## src/core/ioie_pkg.sv

```systemverilog
// constants, types and decode for the increment / or-literal executor
// assumes 12-bit instruction words and 8-bit data
package ioie_pkg;

   localparam int INSTR_W = 12;
   localparam int DATA_W = 8;
   localparam int FADDR_W = 5;

   // field positions inside the instruction word
   localparam int OPC6_MSB = 11;
   localparam int OPC6_LSB = 6;
   localparam int OPC4_MSB = 11;
   localparam int OPC4_LSB = 8;
   localparam int DEST_BIT = 5;
   localparam int FADDR_MSB = 4;
   localparam int LIT_MSB = 7;

   // opcode patterns
   localparam logic [5:0] INC_REG_PAT = 6'h0A;
   localparam logic [5:0] INC_SKIP_PAT = 6'h0F;
   localparam logic [3:0] OR_LIT_PAT = 4'hD;

   // values used by the datapath
   localparam logic [DATA_W-1:0] DATA_ZERO = 8'h00;
   localparam logic [DATA_W-1:0] DATA_ONE = 8'h01;
   localparam logic [DATA_W-1:0] ACC_RESET = 8'h00;
   localparam logic ZERO_RESET = 1'h0;
   localparam logic DEST_ACC = 1'h0;

   typedef enum logic [1:0] {
      IOIE_OP_NONE,
      increment_register_op,
      increment_skip_zero_op,
      or_literal_accumulator_op
   } ioie_op_t;

   typedef enum logic {
      IOIE_ST_EXEC,
      IOIE_ST_SQUASH
   } ioie_state_t;

   function automatic ioie_op_t ioie_decode(input logic [INSTR_W-1:0] word);
      ioie_op_t op;
      op = IOIE_OP_NONE;
      if (word[OPC6_MSB:OPC6_LSB] == INC_REG_PAT) begin
         op = increment_register_op;
      end else if (word[OPC6_MSB:OPC6_LSB] == INC_SKIP_PAT) begin
         op = increment_skip_zero_op;
      end else if (word[OPC4_MSB:OPC4_LSB] == OR_LIT_PAT) begin
         op = or_literal_accumulator_op;
      end
      return op;
   endfunction : ioie_decode

endpackage : ioie_pkg

```

## src/core/ioie_alu_if.sv

```systemverilog
// carrier between the executor and its arithmetic unit
// assumes ioie_pkg is compiled first
`timescale 1ns/1ns
interface ioie_alu_if;
   import ioie_pkg::*;
   ioie_op_t op;
   logic [DATA_W-1:0] operand;
   logic [DATA_W-1:0] accIn;
   logic [DATA_W-1:0] literal;
   logic [DATA_W-1:0] result;
   logic isZero;

   modport core (output op, output operand, output accIn, output literal,
      input result, input isZero);
   modport alu (input op, input operand, input accIn, input literal,
      output result, output isZero);
endinterface : ioie_alu_if

```

## src/core/ioie_alu.sv

```systemverilog
// arithmetic unit: increment of a file value or or of literal into accumulator
// assumes purely combinational use from the executor
`timescale 1ns/1ns
module ioie_alu
   import ioie_pkg::*;
(
   ioie_alu_if.alu bus
);

   always_comb begin
      if (bus.op == or_literal_accumulator_op) begin
         bus.result = bus.accIn | bus.literal;
      end else begin
         bus.result = bus.operand + DATA_ONE;
      end
      bus.isZero = (bus.result == DATA_ZERO);
   end

endmodule : ioie_alu

```

## src/core/ioie_exec.sv

```systemverilog
// executor for increment, increment-skip-if-zero and or-literal instructions
// assumes a register file with combinational read and a write taken one
// cycle after execution; the fetch stage holds the following word while
// squashActive is high.
//
// Behaviour
// - Increment register; result to accumulator when dest 0, else register; updates zero.
// - Increment-skip stores result by dest bit; leaves zero flag untouched.
// - Zero result of increment-skip discards the fetched next instruction as no-op.
// - Increment-skip one cycle, two when skipping; plain increment always one.
// - Or literal into accumulator, result to accumulator, update zero, one cycle.
`timescale 1ns/1ns
module ioie_exec
   import ioie_pkg::*;
(
   input wire logic clk,
   input wire logic nrst,
   input wire logic ce,
   input wire logic instrValid,
   input wire logic [INSTR_W-1:0] instrWord,
   output logic instrTaken,
   output logic squashActive,
   output logic [FADDR_W-1:0] regRdAddr,
   input wire logic [DATA_W-1:0] regRdData,
   output logic regWrEn,
   output logic [FADDR_W-1:0] regWrAddr,
   output logic [DATA_W-1:0] regWrData,
   output logic [DATA_W-1:0] accValue,
   output logic zeroFlag
);

   ioie_state_t state_reg;
   ioie_state_t state_next;
   logic [DATA_W-1:0] acc_reg;
   logic [DATA_W-1:0] acc_next;
   logic zero_reg;
   logic zero_next;
   logic wrEn_reg;
   logic wrEn_next;
   logic [FADDR_W-1:0] wrAddr_reg;
   logic [FADDR_W-1:0] wrAddr_next;
   logic [DATA_W-1:0] wrData_reg;
   logic [DATA_W-1:0] wrData_next;

   ioie_op_t curOp;
   logic destIsReg;
   logic [DATA_W-1:0] fileValue;

   ioie_alu_if aluBus();

   ioie_alu u_alu (
      .bus(aluBus)
   );

   assign curOp = ioie_decode(instrWord);
   assign destIsReg = (instrWord[DEST_BIT] != DEST_ACC);
   assign regRdAddr = instrWord[FADDR_MSB:0];

   // the register file writes one edge late, so a pending write is forwarded
   // to keep back-to-back increments of one register correct
   assign fileValue = (wrEn_reg && wrAddr_reg == regRdAddr) ? wrData_reg : regRdData;

   assign aluBus.op = curOp;
   assign aluBus.operand = fileValue;
   assign aluBus.accIn = acc_reg;
   assign aluBus.literal = instrWord[LIT_MSB:0];

   // the second cycle of a taken skip accepts nothing
   assign instrTaken = ce && instrValid && (state_reg == IOIE_ST_EXEC);
   assign squashActive = (state_reg == IOIE_ST_SQUASH);

   always_comb begin
      state_next = state_reg;
      acc_next = acc_reg;
      zero_next = zero_reg;
      wrEn_next = 1'h0;
      wrAddr_next = wrAddr_reg;
      wrData_next = wrData_reg;
      case (state_reg)
         IOIE_ST_EXEC: begin
            if (instrValid) begin
               case (curOp)
                  increment_register_op: begin
                     if (destIsReg) begin
                        wrEn_next = 1'h1;
                        wrAddr_next = regRdAddr;
                        wrData_next = aluBus.result;
                     end else begin
                        acc_next = aluBus.result;
                     end
                     zero_next = aluBus.isZero;
                  end
                  increment_skip_zero_op: begin
                     if (destIsReg) begin
                        wrEn_next = 1'h1;
                        wrAddr_next = regRdAddr;
                        wrData_next = aluBus.result;
                     end else begin
                        acc_next = aluBus.result;
                     end
                     if (aluBus.isZero) begin
                        state_next = IOIE_ST_SQUASH;
                     end
                  end
                  or_literal_accumulator_op: begin
                     acc_next = aluBus.result;
                     zero_next = aluBus.isZero;
                  end
                  default: begin
                     // other instructions belong to other units
                  end
               endcase
            end
         end
         IOIE_ST_SQUASH: begin
            state_next = IOIE_ST_EXEC;
         end
         default: begin
            state_next = IOIE_ST_EXEC;
         end
      endcase
   end

   always_ff @(posedge clk) begin
      if (!nrst) begin
         state_reg <= IOIE_ST_EXEC;
         acc_reg <= ACC_RESET;
         zero_reg <= ZERO_RESET;
         wrEn_reg <= 1'h0;
         wrAddr_reg <= '0;
         wrData_reg <= DATA_ZERO;
      end else if (ce) begin
         state_reg <= state_next;
         acc_reg <= acc_next;
         zero_reg <= zero_next;
         wrEn_reg <= wrEn_next;
         wrAddr_reg <= wrAddr_next;
         wrData_reg <= wrData_next;
      end
   end

   assign regWrEn = wrEn_reg;
   assign regWrAddr = wrAddr_reg;
   assign regWrData = wrData_reg;
   assign accValue = acc_reg;
   assign zeroFlag = zero_reg;

endmodule : ioie_exec

```

## config.mk

```make
export PLATFORM = sky130hd
export DESIGN_NAME = ioie_exec
export DESIGN_NICKNAME = d
export VERILOG_FILES = /design/src/core/ioie_pkg.sv /design/src/core/ioie_alu_if.sv /design/src/core/ioie_alu.sv /design/src/core/ioie_exec.sv
export SDC_FILE = /design/constraint.sdc
export NUM_CORES = 1
export LEC_CHECK = 0
export BUFFER_PORTS_ARGS = -buffer_cell sky130_fd_sc_hd__clkbuf_2
export CORE_MARGIN = 2
export CORE_UTILIZATION = 30
export DETAILED_ROUTE_END_ITERATION = 6
export PLACE_DENSITY_LB_ADDON = 0.2
export SYNTH_ARGS = -nofsm -noshare
export SYNTH_HDL_FRONTEND = slang
export SYNTH_HIERARCHICAL = 1
export SYNTH_SLANG_ARGS = --single-unit
```

## constraint.sdc

```tcl
create_clock -name clk -period 3.8 [get_ports clk]
set_clock_uncertainty 0.2 [all_clocks]
set_input_delay 0.38 -clock clk [delete_from_list [all_inputs] [get_ports clk]]
set_output_delay 0.38 -clock clk [all_outputs]
set_load 0.05 [all_outputs]
```

==> flow_summary_export.csv <==
group,metric,value,unit
status,outcome,"completed",
cells_and_area,antenna_cells,0,
worst_setup_path,critical_path.max_fanout,4,
yosys,yosysSeqAreaShare,0.284,
clocking,cts.sinks,24,
floorplanning,die_y,79.0,µm
yosys,synth_nets,223,
cells_and_area,multi_input_area,1070,µm²
pwr,power,0.552,mW
clocking,insertion_delay,0.27,ns
worst_setup_path,path_class,"register to register",
yosys,netlist_instances,198,
clocking,cts_resized,0,
worst_hold_path,min_from,"ce",
drt,post_drt_via_cell_ratio,4.95,
drt,wl_met2,2030,µm
worst_setup_path,critPathRequiredTime,3.82,ns
drt,via_count,1538,
yosys,synth_edf_count,0,
worst_setup_path,slowest_stage,"or3_1",
timing,setup-violations-final,0,
floorplanning,row_count,27,
worst_setup_path,worst_ep_arrival_time,3.32,ns
global_route,grt_antenna_before_repair,0,
timing,setup_ws,0.501,ns
worst_setup_path,r2r_cells,12,
yosys,yosysUniqueCellTypes,42,
placed_design,dp_hpwl,3400,µm
drt,wl_met1,2150,µm
worst_setup_path,r2r_end,"squashActive$_SDFFE_PN0P_",
clocking,postCtsSetupBuffers,0,
yosys,synthFlopType,"dfxtp_1",
timing,max_freq,303,MHz
pwr,leakage,0.933,nW
drt,drc,0,
worst_setup_path,worst-path-buf-inv,0,
clocking,clkTransAtPathRegs,0.09,ns
clocking,cts_max_level,1,
yosys,yosysWarnings,6,
yosys,avgSynthCellArea,8.53,µm²
timing,finalCriticalPeriod,3.30,ns
worst_setup_path,rrSetupSlack,0.50,ns
floorplanning,start_util,0.309,
floorplanning,core-area,5470,µm²
worst_hold_path,hold_end,"regWrEn$_SDFFE_PN0P_",
pwr,power_density,279,nW/µm²
clocking,cts_buffers,3,
timing,maxSlewViolCount,0,
yosys,synth_area,1690,µm²
global_route,grtUsageTotal,0.141,
yosys,synthArstFlopShare,0,
timing,finalCritPeriodShare,0.868,
placed_design,place.gp.congestion,0.718,
drt,detail_route.first_pass.iterations,4,
worst_setup_path,crit_family,"simple AND/OR/NAND/NOR gates",
worst_hold_path,hold_path.class,"input port to register",
drt,detail_route.wl_per_cell,14.4,µm
placed_design,io_buffers,53,
cells_and_area,nNetsFinal,265,
floorplanning,fp.dieArea,6250,µm²
cells_and_area,regArea,480,µm²
global_route,grt_pass1_wl,6920,µm
drt,highest_layer,"met4",
cells_and_area,area_growth,17.3,%
cells_and_area,nFillCells,614,
global_route,grt_max_degree,34,
worst_setup_path,cp-start-kind,"register",
clocking,cts_hold_buf,0,
timing,setup-tns-final,0,ns
floorplanning,io_pins,54,
timing,rsz0062_at_grt,"no",
timing,timing.hold.ws,0.222,ns
drt,wl,4470,µm
cells_and_area,drive_gt1_frac,0.314,
timing,max_slew_margin,0.635,
pwr,vdd_drop_max,123,µV
clocking,root_buffer,"clkbuf_8",
clocking,cts_buffer_depth,2,
worst_hold_path,whs_path_depth,3,
worst_setup_path,max_stage_delay,0.43,ns
timing,hold_viol,0,
drt,drt_iter0_markers,91,
worst_setup_path,r2r_start,"regWrAddr[1]$_SDFFE_PN0P_",
global_route,grt_remaining_overflow,0,
yosys,ys_ff_latch,24,
drt,dr_wl_met3,262,µm
worst_setup_path,path_cells,"xor2_1 > nor4_1 > and3_1 > mux2_2 > ha_1 > xnor2_1 > mux2i_1 > or3_1 > a2111oi_2 > nand4_1 > o22ai_1 > and2_1",
flow_run,max_cap_violations,0,
placed_design,dpl_worst_slack,0.327,ns
timing,worst_pin_slew,0.547,ns
global_route,grt_pass1_vias,1398,
drt,antenna_left,0,
floorplanning,chipWidth,79.0,µm
worst_setup_path,critPathCaptureType,"register",
clocking,cts_tree,"built",
-- registers in the layout (all words and copies together), names as in the netlist --
name / count
accValue: 8
regWrData: 8
regWrAddr: 5
regWrEn: 1
squashActive: 1
zeroFlag: 1
-- cells in the final DEF (no fill, tap or decap), drive strengths merged, types with 2 or more instances in the layout --
| cell | netlist | layout |
|---|---|---|
| or3 | 2 | 2 |
| a21boi | 3 | 3 |
| mux2 | 8 | 8 |
| a31oi | 3 | 3 |
| nor2b | 13 | 13 |
| clkbuf | 5 | 57 |
| buf | 13 | 2 |
| dfxtp | 24 | 24 |
| a21oi | 13 | 13 |
| and3b | 3 | 3 |
| mux2i | 16 | 16 |
| xnor2 | 4 | 4 |
| nand2 | 24 | 24 |
| and3 | 11 | 11 |
| nor4 | 2 | 2 |
| nor2 | 13 | 13 |
| nand3 | 3 | 3 |
| o311ai | 8 | 8 |
| and2 | 2 | 2 |
| xor2 | 6 | 6 |
| nand4 | 2 | 2 |
| nor3 | 5 | 5 |
-- tightest hold or removal path, cell delays in order --
cell	delay, ns
clkbuf_2	0.10
nand2b_1	0.09
a21boi_0	0.07
-- how the worst max path moves through the flow --
stage                                    from  cells past startpoint                   endpoint
global placement                 instrWord[1]                     13  squashActive$_SDFFE_PN0P_
finish              regWrAddr[1]$_SDFFE_PN0P_                     12  squashActive$_SDFFE_PN0P_
detailed placement               instrWord[1]                     13  squashActive$_SDFFE_PN0P_
global route        regWrAddr[1]$_SDFFE_PN0P_                     12  squashActive$_SDFFE_PN0P_
CTS                 regWrAddr[1]$_SDFFE_PN0P_                     12  squashActive$_SDFFE_PN0P_
floorplan           regWrAddr[1]$_SDFFE_PN0P_                     13  squashActive$_SDFFE_PN0P_
-- per-layer routing --
layer  vias up  track usage
met3         2       0.0250
met4         0       0.0414
met5         -            0
met2        40        0.232
li1        789            -
met1       707        0.189
-- through the flow --
step	utilization	cell area (µm²)	std cells
after floorplan	-	1690	198
final	0.362	1980	311
after global placement	0.352	1930	307
after CTS	0.362	1980	311
after global routing	0.362	1980	311
after detailed placement	0.352	1930	307
-- layout make-up --
cell class / count / share of cell area
flip-flops and latches: 24 / 0.243
inverters: 1 / 0.00190
clock buffers: 4 / 0.0278
well taps: 72 / 0.0455
repair buffers: 55 / 0.142
multi-input cells: 155 / 0.541
-- cells in the mapped netlist, drive strengths merged (2+ instances only) --
master	number	area share
dfxtp	24	0.28
nand2	24	0.053
mux2i	16	0.095
a21oi	13	0.039
buf	13	0.067
nor2	13	0.029
nor2b	13	0.048
and3	11	0.041
mux2	8	0.053
o311ai	8	0.041
xor2	6	0.031
clkbuf	5	0.013
nor3	5	0.015
xnor2	4	0.021
a21boi	3	0.013
a31oi	3	0.011
and3b	3	0.016
nand3	3	0.0089
and2	2	0.0082
nand4	2	0.016
nor4	2	0.0074
or3	2	0.0074
-- power by group --
group	internal, mW	switching, mW
combinational	0.0386	0.0745
clock	0.0925	0.0870
sequential	0.255	0.00416
-- cells by family (layout without fill, tap and decap cells) --
| kind of cell | Yosys count | after routing | share of synthesized area |
|---|---|---|---|
| AO/OA/AOI/OAI | 34 | 34 | 0.145 |
| adder cells (fa/ha/maj) | 1 | 1 | 0.00741 |
| XOR/XNOR | 10 | 10 | 0.0518 |
| buffers and inverters | 19 | 60 | 0.0815 |
| flip-flops | 24 | 24 | 0.284 |
| multiplexers | 24 | 24 | 0.148 |
| AND/OR/NAND/NOR | 86 | 86 | 0.282 |
(Power assumes the default switching activity.)
